--- src/rtl/anc_pkg.sv ---
// anc_pkg: constants for the negotiation and strap configuration block.
// assumes a 10 MHz core clock; register offsets are management register numbers.
package anc_pkg;

  // ----------------------------------------------------------------
  // register offsets
  // ----------------------------------------------------------------
  localparam logic [4:0] OFS_BASIC_MODE_CONTROL    = 5'h00;
  localparam logic [4:0] OFS_BASIC_MODE_STATUS     = 5'h01;
  localparam logic [4:0] OFS_ABILITY_ADVERTISEMENT = 5'h04;
  localparam logic [4:0] OFS_PARTNER_ABILITY       = 5'h05;
  localparam logic [4:0] OFS_NEGOTIATION_EXPANSION = 5'h06;
  localparam logic [4:0] OFS_PHY_STATUS_SUMMARY    = 5'h10;
  localparam logic [4:0] OFS_PHY_CONTROL_MISC      = 5'h19;

  // ----------------------------------------------------------------
  // field positions
  // ----------------------------------------------------------------
  localparam int BMC_SPEED   = 13;
  localparam int BMC_AN_EN   = 12;
  localparam int BMC_RESTART = 9;
  localparam int BMC_DUPLEX  = 8;
  localparam int ADV_100FD   = 8;
  localparam int ADV_100HD   = 7;
  localparam int ADV_10FD    = 6;
  localparam int ADV_10HD    = 5;
  localparam int LP_NP       = 15;
  localparam int LP_RFAULT   = 13;
  localparam int PCM_AUTO_X  = 15;
  localparam int PCM_FORCE_X = 14;
  localparam int PCM_LED     = 5;

  // ----------------------------------------------------------------
  // reset values and fixed words
  // ----------------------------------------------------------------
  localparam logic [15:0] BMC_WMASK     = 16'h3100;
  localparam logic [15:0] BMC_RESET     = 16'h1000;
  localparam logic [15:0] ADV_RESET     = 16'h01e1;
  localparam logic [15:0] PCM_RESET     = 16'h8020;
  localparam logic [15:0] BMS_FIXED     = 16'h7849;
  localparam logic [4:0]  SELECTOR_8023 = 5'h01;
  localparam logic [15:0] LP_PD_100     = 16'h0081;
  localparam logic [15:0] LP_PD_10      = 16'h0021;
  localparam logic [1:0]  STRAP_SETTLE  = 2'h2;

  // ----------------------------------------------------------------
  // timing
  // ----------------------------------------------------------------
  localparam int CLK_HZ       = 10_000_000;
  localparam int BREAK_MS     = 1500;
  localparam int AN_MAX_MS    = 3000;
  localparam int XOVER_SLOT_US = 60000;
  localparam int BREAK_CYC    = BREAK_MS * (CLK_HZ / 1000);
  localparam int AN_MAX_CYC   = AN_MAX_MS * (CLK_HZ / 1000);
  localparam int XOVER_CYC    = XOVER_SLOT_US * (CLK_HZ / 1_000_000);
  localparam int TW           = 26;

  typedef enum logic [3:0] {
    ST_FORCED   = 4'b0001,
    ST_BREAK    = 4'b0010,
    ST_ABILITY  = 4'b0100,
    ST_COMPLETE = 4'b1000
  } anc_state_e;

endpackage : anc_pkg

--- src/rtl/anc_autoneg.sv ---
// anc_autoneg: strap capture, management registers and negotiation control.
// assumes straps and receiver link levels arrive from pins (synchronised here),
// and received code words come from a page decoder on core_clk.
`timescale 1ns/10ps
`default_nettype none

module anc_autoneg #(
  parameter int unsigned BREAK_CYC  = anc_pkg::BREAK_CYC,
  parameter int unsigned AN_MAX_CYC = anc_pkg::AN_MAX_CYC,
  parameter int unsigned XOVER_CYC  = anc_pkg::XOVER_CYC
) (
  input  wire logic        core_clk,
  input  wire logic        rst,
  input  wire logic        adv_strap_low,
  input  wire logic        adv_strap_high,
  input  wire logic        led_mode_strap,
  input  wire logic        crossover_enable_strap,
  input  wire logic        link_10_good,
  input  wire logic        link_100_good,
  input  wire logic        page_rx_valid,
  input  wire logic [15:0] page_rx_word,
  input  wire logic [4:0]  mgmt_addr,
  input  wire logic        mgmt_wr,
  input  wire logic [15:0] mgmt_wdata,
  input  wire logic        mgmt_rd,
  output logic      [15:0] mgmt_rdata,
  output logic             mgmt_rvalid,
  output logic             flp_send,
  output logic      [15:0] flp_word,
  output logic             tx_quiet,
  output logic             link_up,
  output logic             speed_100,
  output logic             full_duplex,
  output logic             an_done,
  output logic             crossover,
  output logic             led_link_only
);

  typedef struct packed {
    anc_pkg::anc_state_e st;
    logic [3:0]          strap_s1;
    logic [3:0]          strap_s2;
    logic [1:0]          link_s1;
    logic [1:0]          link_s2;
    logic [1:0]          strap_cnt;
    logic                strap_done;
    logic [anc_pkg::TW-1:0] timer;
    logic [anc_pkg::TW-1:0] slot;
    logic [15:0]         bmc;
    logic [15:0]         adv;
    logic [15:0]         lp;
    logic [15:0]         pcm;
    logic                pdf;
    logic                page_rx;
    logic                lp_an_able;
    logic                page_seen;
    logic                complete;
    logic                res_speed;
    logic                res_full;
    logic                link;
    logic                xover;
    logic [7:0]          lfsr;
    logic [15:0]         rdata;
    logic                rvalid;
  } anc_state_s;

  anc_state_s s;
  anc_state_s next_s;

  // ----------------------------------------------------------------
  // helpers
  // ----------------------------------------------------------------
  // straps index {high, low} -> advertisement bits 8:5
  function automatic logic [3:0] anc_strap_adv(input logic [1:0] st);
    case (st)
      2'h0:    anc_strap_adv = 4'h3;
      2'h1:    anc_strap_adv = 4'hc;
      2'h2:    anc_strap_adv = 4'h5;
      default: anc_strap_adv = 4'hf;
    endcase
  endfunction : anc_strap_adv

  // returns {found, speed_100, full}
  function automatic logic [2:0] anc_resolve(input logic [3:0] common);
    if (common[3])
      anc_resolve = 3'h7;
    else if (common[2])
      anc_resolve = 3'h6;
    else if (common[1])
      anc_resolve = 3'h5;
    else if (common[0])
      anc_resolve = 3'h4;
    else
      anc_resolve = 3'h0;
  endfunction : anc_resolve

  logic [15:0] bms_word;
  logic [15:0] exp_word;
  logic [15:0] sum_word;
  logic [2:0]  res;
  logic        l10;
  logic        l100;
  logic        res_link;
  logic        restart_req;
  logic        wr_bmc;

  always_comb begin
    l10  = s.link_s2[0];
    l100 = s.link_s2[1];
    res_link = s.res_speed ? l100 : l10;
    res = anc_resolve(s.adv[anc_pkg::ADV_100FD:anc_pkg::ADV_10HD] &
                      s.lp[anc_pkg::ADV_100FD:anc_pkg::ADV_10HD]);
    bms_word = anc_pkg::BMS_FIXED;
    bms_word[5] = s.complete;
    bms_word[4] = s.lp[anc_pkg::LP_RFAULT] & s.lp_an_able;
    bms_word[2] = s.link;
    exp_word = {11'h000, s.pdf, s.lp[anc_pkg::LP_NP] & s.lp_an_able,
                1'b0, s.page_rx, s.lp_an_able};
    sum_word = {11'h000, s.complete, 1'b0, s.res_full, ~s.res_speed, s.link};
    wr_bmc = mgmt_wr && (mgmt_addr == anc_pkg::OFS_BASIC_MODE_CONTROL);
    restart_req = wr_bmc && mgmt_wdata[anc_pkg::BMC_AN_EN] &&
                  (mgmt_wdata[anc_pkg::BMC_RESTART] || !s.bmc[anc_pkg::BMC_AN_EN]);
  end

  // ----------------------------------------------------------------
  // next state
  // ----------------------------------------------------------------
  always_comb begin
    next_s = s;
    next_s.strap_s1 = {adv_strap_high, adv_strap_low, led_mode_strap,
                       crossover_enable_strap};
    next_s.strap_s2 = s.strap_s1;
    next_s.link_s1  = {link_100_good, link_10_good};
    next_s.link_s2  = s.link_s1;
    next_s.lfsr     = {s.lfsr[6:0], s.lfsr[7] ^ s.lfsr[5] ^ s.lfsr[4] ^ s.lfsr[3]};
    next_s.rvalid   = 1'b0;

    // straps are caught once the synchronisers have settled after release
    if (!s.strap_done) begin
      next_s.strap_cnt = s.strap_cnt + 2'h1;
      if (s.strap_cnt == anc_pkg::STRAP_SETTLE) begin
        next_s.strap_done = 1'b1;
        next_s.adv[anc_pkg::ADV_100FD:anc_pkg::ADV_10HD] =
          anc_strap_adv(s.strap_s2[3:2]);
        next_s.bmc[anc_pkg::BMC_SPEED] =
          s.strap_s2[3] | s.strap_s2[2];
        next_s.bmc[anc_pkg::BMC_DUPLEX] = ~(s.strap_s2[3] ^ s.strap_s2[2]) |
                                          ~s.strap_s2[3];
        next_s.pcm[anc_pkg::PCM_LED]    = s.strap_s2[1];
        next_s.pcm[anc_pkg::PCM_AUTO_X] = s.strap_s2[0];
      end
    end

    // ----------------------------------------------------------------
    // management writes override strap values until the next reset
    // ----------------------------------------------------------------
    if (mgmt_wr) begin
      case (mgmt_addr)
        anc_pkg::OFS_BASIC_MODE_CONTROL:
          next_s.bmc = mgmt_wdata & anc_pkg::BMC_WMASK;
        anc_pkg::OFS_ABILITY_ADVERTISEMENT:
          next_s.adv = mgmt_wdata;
        anc_pkg::OFS_PHY_CONTROL_MISC:
          next_s.pcm = mgmt_wdata;
        default: ;
      endcase
    end

    if (mgmt_rd) begin
      next_s.rvalid = 1'b1;
      case (mgmt_addr)
        anc_pkg::OFS_BASIC_MODE_CONTROL:    next_s.rdata = s.bmc;
        anc_pkg::OFS_BASIC_MODE_STATUS:     next_s.rdata = bms_word;
        anc_pkg::OFS_ABILITY_ADVERTISEMENT: next_s.rdata = s.adv;
        anc_pkg::OFS_PARTNER_ABILITY:       next_s.rdata = s.lp;
        anc_pkg::OFS_NEGOTIATION_EXPANSION: next_s.rdata = exp_word;
        anc_pkg::OFS_PHY_STATUS_SUMMARY:    next_s.rdata = sum_word;
        anc_pkg::OFS_PHY_CONTROL_MISC:      next_s.rdata = s.pcm;
        default:                            next_s.rdata = 16'h0000;
      endcase
      // page received and detect fault clear on read; a new event below wins
      if (mgmt_addr == anc_pkg::OFS_NEGOTIATION_EXPANSION) begin
        next_s.page_rx = 1'b0;
        next_s.pdf     = 1'b0;
      end
    end

    // ----------------------------------------------------------------
    // negotiation state machine
    // ----------------------------------------------------------------
    case (s.st)
      anc_pkg::ST_FORCED: begin
        next_s.res_speed = s.bmc[anc_pkg::BMC_SPEED];
        next_s.res_full  = s.bmc[anc_pkg::BMC_DUPLEX];
        next_s.link      = s.bmc[anc_pkg::BMC_SPEED] ? l100 : l10;
        next_s.complete  = 1'b0;
        if (s.strap_done && s.bmc[anc_pkg::BMC_AN_EN]) begin
          next_s.st        = anc_pkg::ST_ABILITY;
          next_s.timer     = '0;
          next_s.page_seen = 1'b0;
          next_s.link      = 1'b0;
        end
      end
      anc_pkg::ST_BREAK: begin
        next_s.timer = s.timer + anc_pkg::TW'(1);
        if (s.timer >= anc_pkg::TW'(BREAK_CYC - 1)) begin
          next_s.st    = anc_pkg::ST_ABILITY;
          next_s.timer = '0;
        end
      end
      anc_pkg::ST_ABILITY: begin
        next_s.timer = s.timer + anc_pkg::TW'(1);
        if (page_rx_valid) begin
          next_s.lp         = page_rx_word;
          next_s.page_rx    = 1'b1;
          next_s.lp_an_able = 1'b1;
          next_s.page_seen  = 1'b1;
        end
        if (s.page_seen) begin
          if (res[2] && (res[1] ? l100 : l10)) begin
            next_s.st        = anc_pkg::ST_COMPLETE;
            next_s.res_speed = res[1];
            next_s.res_full  = res[0];
            next_s.complete  = 1'b1;
            next_s.link      = 1'b1;
          end
        end else if (l10 ^ l100) begin
          // partner sends link signals but no code words: parallel detect
          next_s.st         = anc_pkg::ST_COMPLETE;
          next_s.lp         = l100 ? anc_pkg::LP_PD_100 : anc_pkg::LP_PD_10;
          next_s.lp_an_able = 1'b0;
          next_s.res_speed  = l100;
          next_s.res_full   = 1'b0;
          next_s.complete   = 1'b1;
          next_s.link       = 1'b1;
        end else if (l10 && l100) begin
          next_s.pdf = 1'b1;
        end
        // no result in the allowed time: start over through the break timer
        if (next_s.st == anc_pkg::ST_ABILITY &&
            s.timer >= anc_pkg::TW'(AN_MAX_CYC - 1)) begin
          next_s.st        = anc_pkg::ST_BREAK;
          next_s.timer     = '0;
          next_s.page_seen = 1'b0;
        end
      end
      anc_pkg::ST_COMPLETE: begin
        if (!res_link) begin
          next_s.st        = anc_pkg::ST_ABILITY;
          next_s.timer     = '0;
          next_s.complete  = 1'b0;
          next_s.link      = 1'b0;
          next_s.page_seen = 1'b0;
        end
      end
      default: next_s.st = anc_pkg::ST_FORCED;
    endcase

    if (!next_s.bmc[anc_pkg::BMC_AN_EN] && s.strap_done) begin
      next_s.st = anc_pkg::ST_FORCED;
    end else if (restart_req) begin
      next_s.st        = anc_pkg::ST_BREAK;
      next_s.timer     = '0;
      next_s.complete  = 1'b0;
      next_s.link      = 1'b0;
      next_s.page_seen = 1'b0;
    end

    // ----------------------------------------------------------------
    // crossover: random dwell while hunting, frozen once the link is up
    // ----------------------------------------------------------------
    next_s.slot = s.slot + anc_pkg::TW'(1);
    if (s.pcm[anc_pkg::PCM_FORCE_X]) begin
      next_s.xover = 1'b1;
    end else if (!s.pcm[anc_pkg::PCM_AUTO_X] || !s.bmc[anc_pkg::BMC_AN_EN]) begin
      next_s.xover = 1'b0;
    end else if (s.slot >= anc_pkg::TW'(XOVER_CYC - 1)) begin
      next_s.slot = '0;
      if (s.st != anc_pkg::ST_COMPLETE)
        next_s.xover = s.lfsr[0];
    end
  end

  always_ff @(posedge core_clk or posedge rst) begin
    if (rst) begin
      s            <= '0;
      s.st         <= anc_pkg::ST_FORCED;
      s.bmc        <= anc_pkg::BMC_RESET;
      s.adv        <= anc_pkg::ADV_RESET;
      s.pcm        <= anc_pkg::PCM_RESET;
      s.lfsr       <= 8'h01;
    end else begin
      s <= next_s;
    end
  end

  // ----------------------------------------------------------------
  // outputs
  // ----------------------------------------------------------------
  assign mgmt_rdata    = s.rdata;
  assign mgmt_rvalid   = s.rvalid;
  assign flp_send      = (s.st == anc_pkg::ST_ABILITY);
  assign flp_word      = s.adv;
  assign tx_quiet      = (s.st == anc_pkg::ST_BREAK);
  assign link_up       = s.link;
  assign speed_100     = s.res_speed;
  assign full_duplex   = s.res_full;
  assign an_done       = s.complete;
  assign crossover     = s.xover;
  assign led_link_only = s.pcm[anc_pkg::PCM_LED];
endmodule : anc_autoneg

`default_nettype wire

--- config.mk ---
export PLATFORM = sky130hd
export DESIGN_NAME = anc_autoneg
export DESIGN_NICKNAME = d
export VERILOG_FILES = /design/src/rtl/anc_pkg.sv /design/src/rtl/anc_autoneg.sv
export SDC_FILE = /design/constraint.sdc
export NUM_CORES = 1
export LEC_CHECK = 0
export CAP_MARGIN = 10
export CELL_PAD_IN_SITES_DETAIL_PLACEMENT = 1
export CELL_PAD_IN_SITES_GLOBAL_PLACEMENT = 1
export CORE_MARGIN = 1.5
export CORE_UTILIZATION = 53
export CTS_CLUSTER_DIAMETER = 60
export DETAILED_ROUTE_END_ITERATION = 8
export DONT_BUFFER_PORTS = 1
export GPL_ROUTABILITY_DRIVEN = 0
export PLACE_DENSITY_LB_ADDON = 0.1
export SLEW_MARGIN = 20
export SYNTH_ARGS = -nofsm -noshare
export SYNTH_HDL_FRONTEND = slang
export SYNTH_SLANG_ARGS = --single-unit
--- constraint.sdc ---
create_clock -name core_clk -period 11 [get_ports core_clk]
set_input_delay 1.65 -clock core_clk [delete_from_list [all_inputs] [get_ports core_clk]]
set_output_delay 1.65 -clock core_clk [all_outputs]
set_load 0.05 [all_outputs]
== Word-level counts from Yosys, hierarchy flattened ==
Index checks and enable logic that the tools add are counted.

* Flip-flop bits (word level): 156
* Latch bits: 0
* Memory bits (writable): 0
* ROM bits: 0
* Input port bits: 48
* Output and inout bits: 41
* Word-level logic and storage cells: 169
* Memories kept: 0

* Add/sub/neg operators: 3
* Multipliers: 0
* Divide/modulo/power cells: 0
* Order comparisons: 3
* Equality and inequality tests: 20
* Shifts and indexed selects: 0
* Muxes and demuxes: 80
* Bitwise operators: 13
* Reduce and logical (&&, ||, !) cells: 23

{| class="wikitable"
|+ Operators with widths
! operator !! count
|-
| two-way mux 26 bit || 9
|-
| case mux 16 bit (7 select lines) || 1
|-
| case mux 26 bit (4 select lines) || 1
|-
| two-way mux 16 bit || 6
|-
| two-way mux 4 bit || 15
|-
| adder 26 x 1 -> 26 bit (second input constant) || 2
|-
| two-way mux 30 bit || 1
|-
| two-way mux 1 bit || 29
|-
| >= comparator 26 x 20 -> 1 bit (second input constant) || 1
|-
| >= comparator 26 x 24 -> 1 bit (second input constant) || 1
|-
| >= comparator 26 x 25 -> 1 bit (second input constant) || 1
|-
| two-way mux 3 bit || 6
|-
| case mux 4 bit (4 select lines) || 1
|-
| == test 5 x 3 -> 1 bit (second input constant) || 3
|-
| two-way mux 14 bit || 1
|-
| != test 4 bit (second input constant) || 3
|-
| case mux 4 bit (3 select lines) || 1
|-
| == test 5 bit (second input constant) || 2
|-
| two-way mux 2 bit || 5
|-
| == test 4 x 3 -> 1 bit (second input constant) || 2
|-
| logical AND 1 bit || 8
|-
| two-way mux 8 bit || 1
|-
| case mux 2 bit (3 select lines) || 1
|-
| AND reduction 2 bit || 3
|-
| 24 further kinds || 38
|}

== Longest topological paths before layout ==
Gate-level depths: netlist (run 1).

* Depth after elaboration: 16
* Depth in mapped cells: 10
* Gate-level depth less buffers: 8

== Worst setup path after synthesis (run 1) ==
No wires, ideal clock.

* Path type: register -> output
* Start: register s[167] (netlist bit)
* End: output port tx_quiet
* Arrival time: 2055 ps
* Data required time: 9350 ps
* Slack: 7295 ps
* Stages on the path, launching flop included: 4
* Buffers on the path: 1
* Path through: dfrtp_1 -> clkbuf_1 -> or2_2 -> nor3b_1

* Word-level cells in the longest chain between the ends: 1

{| class="wikitable"
|+ Ends and longest elaborated chain
! what !! RTL line !! RTL
|-
| start, declared || anc_autoneg.sv:67 || <nowiki>anc_state_s s;</nowiki>
|-
| start signal, assigned || anc_autoneg.sv:293 || <nowiki>s <= next_s;</nowiki>
|-
| == test 4 x 2 -> 1 bit || anc_autoneg.sv:304 || <nowiki>assign tx_quiet = (s.st == anc_pkg::ST_BREAK);</nowiki>
|-
| end, declared || anc_autoneg.sv:30 || <nowiki>output logic tx_quiet,</nowiki>
|}

Every way passes these cells.

== Final worst setup path (run 1) ==
* Start: register s[166] (netlist bit)
* End: output port flp_send

* Word-level cells in the longest chain between the ends: 1

{| class="wikitable"
|+ Ends and longest elaborated chain
! what !! RTL line !! RTL
|-
| == test 4 x 3 -> 1 bit || anc_autoneg.sv:302 || <nowiki>assign flp_send = (s.st == anc_pkg::ST_ABILITY);</nowiki>
|-
| end, declared || anc_autoneg.sv:28 || <nowiki>output logic flp_send,</nowiki>
|}

Every way passes these cells.

==> results.md, run 1 <==
- Status: finished clean
- Syn Area/Cell: around 10 µm²
- Residual DRC count: 0
- Chip width: 123 µm
- Final hold slack: 0.355 ns
- Starting Density: 0.547
- Cell at the slowest stage of the critical path: inv_1
- Critical path destination: flp_send
- Number of buffers on the longest clock path: 2
- Yosys warnings: 0
- Worst Skew: 0.00757 ns
- Actual transition at the worst max-transition pin: 1.06 ns
- Fraction of final layout cells with drive strength greater than 1: 0.121
- Cell row count: 43
- Share of flip-flops with an asynchronous set or reset: 1.00
- Element type at the critical path start: register
- CTS Hold Bufs: 0
- Cell leakage power: between 3 and 4 nW
- Pwr/cell area: between 150 and 200 nW/µm²
- Origin of the critical flop-to-flop path: s[167]
- Largest net degree at the start of global routing: 83
- Clock Latency Late Sink: 0.43 ns
- Filler cell count in the final layout: 1505
- Number of placed cells counting well taps: 903
- Prevailing post-synth register cell: dfrtp_1
- Post-DP Area: 7590 µm²
- Sequential cell area in the final layout: 3920 µm²
- Max_cap viols: 0
- Routed length per instance: ~22 µm
- Number of cells traversed by the worst register-to-register path: 7
- Portion of total power attributed to combinational logic: 0.092
- Final design utilization: 0.589
- Post-CTS repair timing setup buffer count: 0
- Delay contributed by the slowest stage of the critical path: 0.67 ns
- Routed WL: 20.3 mm
- Net count reported at finish: 800
- Area delta synth->final: 7.62%
- NetSw: 432 µW
- Unrepaired setup endpoints after global routing: false
- Cell Chain, Critical Path: nor3_1 -> nand2_1 -> inv_1
- Detailed router's first-iteration violation count: 444
- Most common cell after layout, fill and taps aside: dfrtp_1
- TritonCTS clock tree: done
- Die Y: ~120 µm
- Clock Sinks: approximately 160
- Ratio of routed vias to standard cells: slightly above 6
- CTS clock-pin slew for the worst setup and hold paths: about 0.060 ns
- Number of top-level pins: just under 90
- Switching share of power: 0.283
- Overflow left after global routing: 0
- Crit path time final: 3.86 ns
- Internal cell power: 1.09 mW
- Maximum clock frequency: 259 MHz
- Library cell used as clock root buffer: clkbuf_16
- First-pass GRT wire length: 32.7 mm
- Antenna diode instance count: 0
- Worst min path class: reg -> reg
- Die ar.: 15200 µm²
- Data arrival, critical path: 2.21 ns
- Endpoint class of the critical path: primary output
- Cell Count, Final, Fillers Out: 934
- Sequential share of the synthesized area: 0.512
- Area taken by multi-input logic gates: between 3000 and 4000 µm²
- # resized after CTS: 0
- First drt pass iteration count: 5
- Endpoint of the worst register-to-register path: s[132]
- Final Hold Viols: 0
- Number of flops mapped to enable cells by yosys: 0
- Number of routed nets with antenna violations: 0
- Clk pwr share: 0.420
- Launch point of the worst path: s[166]
- Netlist Area Pre-Place: 7650 µm²
- R2r setup slk: 7.63 ns
- Post-Layout Inst Area: just over 8000 µm²
- Slew headroom: 0.289
- Gate count after technology mapping: 778
- Final clock period utilization by the worst path: 0.351
- Startpoint-to-endpoint class of the critical path: reg -> out
- Synthesized Nets: 836
- Area of the core region: 14000 µm²
- Vias in the first global route: 6188
- Commonest cells after routing, fill and taps aside: dfrtp_1 (146), nand2_1 (107), nor2_1 (71)
- Number of vias after detailed routing: 5824
- Number of port buffers: 0
- Critical-path maximum fanout: 12
- GRT Resource Usage Total: 0.283
- Clock buffers created by TritonCTS: 17
- Estimated wirelength of the detail-placed design: 13.8 mm
- Final Setup Violations: 0
- Unique cell type count in the Yosys netlist: 70
- Final-layout setup total negative slack: 0 ns
- Number of levels the H-tree was split into: 4
- Required time of the worst setup path: 9.35 ns
- Peak supply drop: 117 µV
- Fraction of power consumed by sequential logic: 0.488
- Initial antenna violation count: 0
- Flip-flop and latch count after synthesis: 156
- Final slew viol count: 0
## logic make-up (layout without fill, tap and decap cells)
group                      Yosys count  after routing  share of synthesized area
AOI/OAI and AO/OA                  158            158                      0.144
xor gates and xnor gates            37             37                     0.0424
adders and majority gates           10             10                     0.0164
buffers and inverters               95             71                     0.0657
DFF                                156            156                      0.512
muxes                               26             26                     0.0371
and+or+nand+nor                    296            296                      0.182
## stage by stage
| stage | power [mW] | setup slack (ns) |
|---|---|---|
| 2_1_floorplan | 0.856 | 5.16 |
| 3_3_place_gp | 0.882 | 7.31 |
| 3_5_place_dp | 0.893 | 7.19 |
| 4_1_cts | 1.54 | 7.18 |
| 5_1_grt | 1.58 | 6.99 |
| 6_report | 1.53 | 7.14 |
## worst max-delay path, delay by kind of cell, from the launching register on
family / cells / cell delay (ns)
flip-flops: 1 / 0.47
buffers and inverters: 1 / 0.67
AND/OR/NAND/NOR: 2 / 0.63
## power by group through the flow
| stage | logic (mW) | registers [mW] | clock network [mW] |
|---|---|---|---|
| 2_1_floorplan | 0.172 | 0.684 | 0 |
| 3_3_place_gp | 0.130 | 0.752 | 0 |
| 3_5_place_dp | 0.138 | 0.754 | 0 |
| 4_1_cts | 0.141 | 0.744 | 0.653 |
| 5_1_grt | 0.155 | 0.751 | 0.679 |
| 6_report | 0.140 | 0.745 | 0.642 |
## state kept, by name (all words and copies together), names as in the netlist
register and count:
l100 1, crossover 1, speed_100 1, s 99
flp_word 16, l10 1, next_s 13, link_up 1
an_done 1, mgmt_rvalid 1, mgmt_rdata 16, exp_word 3
full_duplex 1, led_link_only 1
## synthesized netlist by cell type, drive strengths merged (4+ instances only)
| cell type | instances | share of area |
|---|---|---|
| a22o | 20 | 0.023 |
| o22ai | 14 | 0.011 |
| a31oi | 5 | 0.0061 |
| o311ai | 7 | 0.0080 |
| a21oi | 27 | 0.018 |
| buf | 36 | 0.037 |
| clkbuf | 28 | 0.014 |
| o211ai | 4 | 0.0039 |
| or3 | 4 | 0.0041 |
| inv | 31 | 0.015 |
| nand4 | 9 | 0.0074 |
| a211oi | 4 | 0.0039 |
| o21ai | 35 | 0.023 |
| dfrtp | 146 | 0.48 |
| xor2 | 19 | 0.022 |
| a222oi | 8 | 0.010 |
| nand2 | 108 | 0.054 |
| a221oi | 4 | 0.0046 |
| nor2b | 4 | 0.0033 |
| nand3 | 37 | 0.025 |
| a22oi | 9 | 0.0088 |
| nand2b | 6 | 0.0049 |
| nor3 | 14 | 0.0092 |
| dfstp | 10 | 0.034 |
| or2 | 7 | 0.0057 |
| ha | 10 | 0.016 |
| xnor2 | 18 | 0.021 |
| mux2i | 7 | 0.0092 |
| nor2 | 73 | 0.036 |
| mux2 | 19 | 0.028 |
| and3 | 12 | 0.010 |
| and2 | 5 | 0.0041 |
## metal layers
layer	global-route usage	part of all wire	vias to the layer above
met2	0.487	0.51	153
met3	0.0696	0.060	28
met5	0	0	-
met4	0.0941	0.018	0
li1	-	-	2638
met1	0.350	0.41	3005
## final cells by class
type / instances / share of cell area
Inverter: 31 / 0.0147
Clock inverter: 7 / 0.0194
Timing Repair Buffer: 9 / 0.00821
Multi-Input combinational cell: 527 / 0.396
Sequential cell: 156 / 0.476
Tap cell: 180 / 0.0274
Clock buffer: 24 / 0.0585
## worst min path at each step
stage,start,to,depth (start not counted)
6_report,next_s[20],next_s[21],0
5_1_grt,next_s[154],l100,0
4_1_cts,next_s[160],s[160],0
3_5_place_dp,next_s[154],l100,0
3_3_place_gp,next_s[159],s[159],0
2_1_floorplan,next_s[153],l10,0
No activity file was read; power rests on OpenSTA's default activity.
==> inputs of run 2 (changes only) <==
- ABC_AREA: default -> 1
- CORE_UTILIZATION: 53 -> 48
- clock period: 11 -> 3.9 ns (I/O delays scaled with it)
==> results.md, run 2 <==
- Library cell used as clock root buffer: clkbuf_16
- Final design utilization: 0.525 (-0.0634)
- GRT Resource Usage Total: 0.259 (-0.0237)
- Worst Skew: 0.0128 ns (+0.00519 ns)
- Cell row count: 48 (+12%)
- Number of vias after detailed routing: 6845 (+18%)
- Number of routed nets with antenna violations: 0 (unchanged)
- Sequential cell area in the final layout: 3920 µm² (unchanged)
- Chip width: 136 µm (+11%)
- Crit path time final: 2.37 ns
- Number of levels the H-tree was split into: 4 (unchanged)
- Post-CTS repair timing setup buffer count: 0 (unchanged)
- Clock Latency Late Sink: 0.44 ns (about the same)
- Data arrival, critical path: 2.70 ns (+0.49 ns)
- Clk pwr share: 0.381 (-0.039)
- DP Worst Slack: 1.29 ns (-5.91 ns)
- Die Y: 136 µm (+11%)
- Die ar.: 18600 µm² (+22%)
- Pwr/cell area: 505 nW/µm² (+170%)
- Internal cell power: 2.99 mW (+170%)
- Cell with the most instances after synthesis: nand2_1
- Number of buffers on the longest clock path: 2 (unchanged)
- Routed WL: 22.7 mm (+12%)
- Post-Layout Inst Area: 9080 µm² (+10%)
- Number of flops mapped to enable cells by yosys: 0 (unchanged)
- Area taken by multi-input logic gates: 3700 µm² (+13%)
- Flip-flop and latch count after synthesis: 156 (unchanged)
- Residual DRC count: 0 (unchanged)
- Overflow left after global routing: 0 (unchanged)
- Largest net degree at the start of global routing: 73 (-12%)
- Clock buffers created by TritonCTS: 17 (unchanged)
- Prevailing post-synth register cell: dfrtp_1
- Status: finished clean
- Antenna diode instance count: 0 (unchanged)
- Vias in the first global route: 7125 (+15%)
- Met3 usage: 0.0638 (-0.00589)
- Element type at the critical path start: register
- Final clock period utilization by the worst path: 0.609
- Area of the core region: 17300 µm² (+24%)
- Starting Density: 0.493 (-0.0543)
- Max reg flops: 99 (unchanged)
- Final Setup Violations: 0 (unchanged)
- Max_cap viols: 0 (unchanged)
- Unique cell type count in the Yosys netlist: 51 (-27%)
- Fraction of final layout cells with drive strength greater than 1: 0.0997 (-0.0210)
- Number of top-level pins: 89 (unchanged)
- Sequential share of the synthesized area: 0.460 (-0.0522)
- Filler cell count in the final layout: 2112 (+40%)
- Maximum clock frequency: about 420 MHz
- Yosys warnings: 0 (unchanged)
- Peak supply drop: 361 µV (+210%)
- Unrepaired setup endpoints after global routing: false
- First drt pass iteration count: 4 (-1)
- Routed length per instance: 17.9 µm (-17%)
- Area delta synth->final: 6.62%
- Critical-path maximum fanout: 25 (+13)
- First-pass GRT wire length: 37.1 mm (+14%)
- Required time of the worst setup path: 4.22 ns (-5.13 ns)
- Final slew viol count: 0 (unchanged)
- Final Hold Viols: 0 (unchanged)
- Netlist Area Pre-Place: 8520 µm² (+11%)
- Cell leakage power: 4.33 nW (+20%)
- Gate count after technology mapping: 1068 (+37%)
- Net count reported at finish: 1088 (+36%)
- Top Usage Layer GRT: met2
- # resized after CTS: 0 (unchanged)
- Met1 Track Usage GR: 0.334 (-0.0155)
- Fraction of power consumed by sequential logic: 0.489 (about the same)
- TritonCTS clock tree: done
- Syn Area/Cell: 7.98 µm² (-19%)
- Number of port buffers: 0 (unchanged)
- Most frequent cells after synthesis: nand2_1 (272), dfrtp_1 (146), inv_1 (125), nor2_1 (93), o21ai_0 (92)
- Final hold slack: 0.167 ns (-0.188 ns)
- Startpoint-to-endpoint class of the critical path: reg -> reg
- Post-DP Area: 8470 µm² (+12%)
- Final worst slack: 1.53 ns (-5.61 ns)
- Portion of total power attributed to combinational logic: 0.130 (+0.038)
- Worst min path class: in -> async
- Estimated wirelength of the detail-placed design: 16.7 mm (+22%)
- Synthesized Nets: 1126 (+35%)
- Detailed router's first-iteration violation count: 376 (-15%)
- Share of flip-flops with an asynchronous set or reset: 1.00 (unchanged)
- Final-layout setup total negative slack: 0 ns (unchanged)
- Endpoint class of the critical path: register
- Initial antenna violation count: 0 (unchanged)
- Largest cells by area after synthesis: dfrtp_1 (43%), nand2_1 (12%), inv_1 (5.5%)
- NetSw: 1.60 mW (+270%)
- CTS clock-pin slew for the worst setup and hold paths: 0.08 ns (+0.02 ns)
- Area share of the largest cell type after synthesis: 0.429 (-0.0487)
- CTS Hold Bufs: 0 (unchanged)
- Most common cell after layout, fill and taps aside: nand2_1
- Clock Sinks: 156 (unchanged)
- Commonest cells after routing, fill and taps aside: nand2_1 (272), dfrtp_1 (146), inv_1 (124)
- Top register by number of flip-flops: s
- Met2 usage in global routing: 0.423 (-0.0646)
- Actual transition at the worst max-transition pin: 0.940 ns (-0.122 ns)
- Switching share of power: 0.348 (+0.0649)
- Area leader, netlist: dfrtp_1
- Ratio of routed vias to standard cells: 5.40 (-13%)
- Slew headroom: 0.372 (+0.0830)
run 2: cell count changes after synthesis, sizes merged, moves of 16 or more:
cell,delta
a21oi,+20
a22o,-16
clkbuf,-16
inv,+100
mux2,-17
nand2,+178
nor2,+35
o21ai,+58
run 2: critical path, cell delays in order, from the launching register on:
cell,delay [ns]
dfrtp_1,0.79
o21ai_0,0.30
inv_1,0.11
nor2_1,0.05
a21oi_1,0.32
nand2_4,0.26
o21ai_0,0.24
o21bai_4,0.15
inv_2,0.03
run 2: through the flow:
stage / std cells / total power [mW]
floorplan: 1068 / 2.71
global placement: 1236 / 2.84
detailed placement: 1236 / 2.87
CTS: 1268 / 4.63
global route: 1268 / 4.79
finish: 1268 / 4.59
run 2: routing by layer:
layer | part of all wire | routed length, µm
met5 | 0 | 0
met4 | 0.029 | 659
met3 | 0.047 | 1060
met2 | 0.47 | 10800
met1 | 0.45 | 10200
run 2: worst paths after layout:
path | start | end | slack, ns | cells past startpoint
min reg2reg | next_s[153] | l10 | 0.36 | 0
min in group core_clk | link_10_good | next_s[153] | 0.17 | 0
max in group asynchronous | rst | s[49] | 2.84 | 2
max | speed_100 | s[124] | 1.53 | 8
min | rst | next_s[154] | 0.17 | 1
max reg2reg | speed_100 | s[124] | 1.53 | 8
run 2: final cells by class:
cell class              count  share of cell area
multi-input cells         716               0.407
clock buffers              18              0.0483
flip-flops and latches    156               0.431
repair buffers              6             0.00771
clock inverters            14              0.0193
well taps                 225              0.0310
inverters                 133              0.0554
run 2: cell families after synthesis:
kind of cell,synth area share
and+or+nand+nor,0.263
buffers and inverters,0.106
xor gates and xnor gates,0.0391
AOI/OAI and AO/OA,0.114
muxes,0.00264
adders and majority gates,0.0147
DFF,0.460
run 2: power groups by stage:
| stage | sequential, mW | clock, mW | combinational (mW) |
|---|---|---|---|
| after floorplan | 2.01 | 0 | 0.698 |
| after global routing | 2.27 | 1.84 | 0.684 |
| final | 2.24 | 1.75 | 0.598 |
| after global placement | 2.27 | 0 | 0.570 |
| after CTS | 2.24 | 1.78 | 0.604 |
| after detailed placement | 2.27 | 0 | 0.597 |
==> inputs of run 3 (changes only) <==
- CORE_UTILIZATION: 48 -> 43
- clock period: 3.9 -> 1.9 ns (I/O delays scaled with it)
==> results.md, run 3 (synthesis results as in run 2) <==
- Cell Count, Final, Fillers Out: 1382 (+9.0%)
- TritonCTS clock tree: done
- Routed WL: 23.9 mm (+5.1%)
- Launch point of the worst path: s[124]
- Final slew viol count: 0 (unchanged)
- Actual transition at the worst max-transition pin: 0.570 ns (-0.370 ns)
- Clock buffers created by TritonCTS: 17 (unchanged)
- Unrepaired setup endpoints after global routing: true
- Die ar.: 20700 µm² (+11%)
- Clock Sinks: 156 (unchanged)
- Endpoint of the worst register-to-register path: s[146]
- Number of port buffers: 0 (unchanged)
- Net count reported at finish: 1162 (+6.8%)
- Cell Chain, Critical Path: ha_4 -> nand3_4 -> nor2_4 -> nor2_2 -> o21bai_1 -> nand2_1 -> nand3_4 -> nand2_8 -> nand2_1 -> a21oi_1
- Antenna diode instance count: 0 (unchanged)
- Element type at the critical path start: register
- Number of placed cells counting well taps: 1316 (+6.5%)
- Total power draw: 9.75 mW (+110%)
- Critical path's top delay family: simple AND/OR/NAND/NOR gates
- Clock Latency Late Sink: 0.43 ns (about the same)
- Ratio of routed vias to standard cells: 5.13 (-5.0%)
- Fraction of final layout cells with drive strength greater than 1: 0.155 (+0.0552)
- Slew headroom: 0.620 (+0.248)
- Final Setup Violations: 0 (unchanged)
- Peak supply drop: 743 µV (+110%)
- Vias in the first global route: 7335 (+2.9%)
- Critical path destination: s[146]
- Worst min path class: in -> reg
- Starting Density: 0.438 (-0.0548)
- Die Y: 144 µm (+5.5%)
- Number of routed nets with antenna violations: 0 (unchanged)
- Max reg flops: 99 (unchanged)
- Maximum clock frequency: 545 MHz (+29%)
- Number of cells traversed by the worst register-to-register path: 10 (+2)
- Top register by number of flip-flops: s
- CP Depth: 10 (+2)
- Endpoint class of the critical path: register
- Startpoint-to-endpoint class of the critical path: reg -> reg
- CP Buf/Inv Count: 0 (-2)
- R2r setup slk: 0.06 ns (-1.46 ns)
- Estimated wirelength of the detail-placed design: 17.3 mm (+3.4%)
- Crit path time final: 1.84 ns (-0.538 ns)
- Initial antenna violation count: 0 (unchanged)
- Routed length per instance: 17.3 µm (-3.6%)
- Max_cap viols: 0 (unchanged)
- Critical-path maximum fanout: 7 (-72%)
- CTS clock-pin slew for the worst setup and hold paths: 0.06 ns (-0.02 ns)
- Cell at the slowest stage of the critical path: dfrtp_1
- Number of top-level pins: 89 (unchanged)
- Worst Skew: 0.0116 ns (-0.00118 ns)
- Detailed router's first-iteration violation count: 283 (-25%)
- Pwr/cell area: 985 nW/µm² (+95%)
- Largest net degree at the start of global routing: 94 (+29%)
- Delay contributed by the slowest stage of the critical path: 0.39 ns (-0.40 ns)
- Overflow left after global routing: 0 (unchanged)
- Commonest cells after routing, fill and taps aside: nand2_1 (265), dfrtp_1 (145), inv_1 (123)
- Cell leakage power: 4.69 nW (+8.4%)
- Status: finished clean
- Number of levels the H-tree was split into: 4 (unchanged)
- Chip width: 144 µm (+5.5%)
- GRT Resource Usage Total: 0.242 (-0.0169)
- First-pass GRT wire length: 38.6 mm (+3.9%)
- Final Hold Viols: 0 (unchanged)
- Number of buffers on the longest clock path: 2 (unchanged)
- Area of the core region: 19500 µm² (+13%)
- Final clock period utilization by the worst path: 0.966 (+0.357)
- Area delta synth->final: 16.2%
- Final-layout setup total negative slack: 0 ns (unchanged)
- Required time of the worst setup path: 2.20 ns (-2.02 ns)
- Data arrival, critical path: 2.14 ns (-0.56 ns)
- First drt pass iteration count: 5 (+1)
- Number of vias after detailed routing: 7091 (+3.6%)
- Residual DRC count: 0 (unchanged)
- Cell row count: 51 (+6.3%)
- Library cell used as clock root buffer: clkbuf_16
- Most common cell after layout, fill and taps aside: nand2_1
- Final hold slack: 0.0158 ns (-0.151 ns)
- Origin of the critical flop-to-flop path: s[124]
-- run 3: cell types whose count changed in the layout (fill, tap and decap cells not counted), sizes merged --
cell	before	now
nand2	286	289
buf	6	54
dlygate4sd3	0	23
-- run 3: area by class of cell --
class	instances	area (µm²)
clock buffers	18	429
clock inverters	14	175
fillers	2336	9570
inverters	133	507
multi-input cells	719	3850
flip-flops and latches	156	3920
well taps	265	332
repair buffers	77	689
-- run 3: what timing repair did --
item	4_1_cts	5_1_grt
hold buffers	23	0
hold endpoints to repair	177	0
endpoints found under the setup margin	0	36
gates resized for setup	0	29
buffers inserted	0	8
-- run 3: power breakdown --
| part | total, mW | internal [mW] | leakage [nW] | switching [mW] |
|---|---|---|---|---|
| clock network | 3.55 | 2.00 | 0.295 | 1.55 |
| registers | 4.34 | 3.71 | 1.99 | 0.633 |
| logic | 1.86 | 0.675 | 2.41 | 1.18 |
| total | 9.75 | 6.38 | 4.69 | 3.37 |
-- run 3: how the worst min path moves through the flow --
stage / start / end / depth (start not counted)
after global placement: rst / next_s[154] / 2
after CTS: mgmt_wdata[4] / s[38] / 2
final: mgmt_wdata[13] / s[95] / 2
after floorplan: mgmt_rd / mgmt_rvalid / 0
after global routing: mgmt_wdata[12] / flp_word[12] / 2
after detailed placement: rst / l10 / 2
-- run 3: layer usage --
| metal | vias up | part of all wire | track usage |
|---|---|---|---|
| li1 | 3466 | - | - |
| met5 | - | 0 | 0 |
| met2 | 126 | 0.49 | 0.408 |
| met3 | 28 | 0.032 | 0.0373 |
| met1 | 3471 | 0.46 | 0.319 |
| met4 | 0 | 0.019 | 0.0800 |
-- run 3: through the flow --
stage / setup WS [ns] / cell area, µm² / util
3_3_place_gp: 0.0802 / 8850 / 0.455
6_report: 0.0647 / 9900 / 0.509
5_1_grt: -0.0499 / 9900 / 0.509
3_5_place_dp: 0.0463 / 8850 / 0.455
4_1_cts: 0.0148 / 9680 / 0.497
2_1_floorplan: -0.350 / 8520 / -
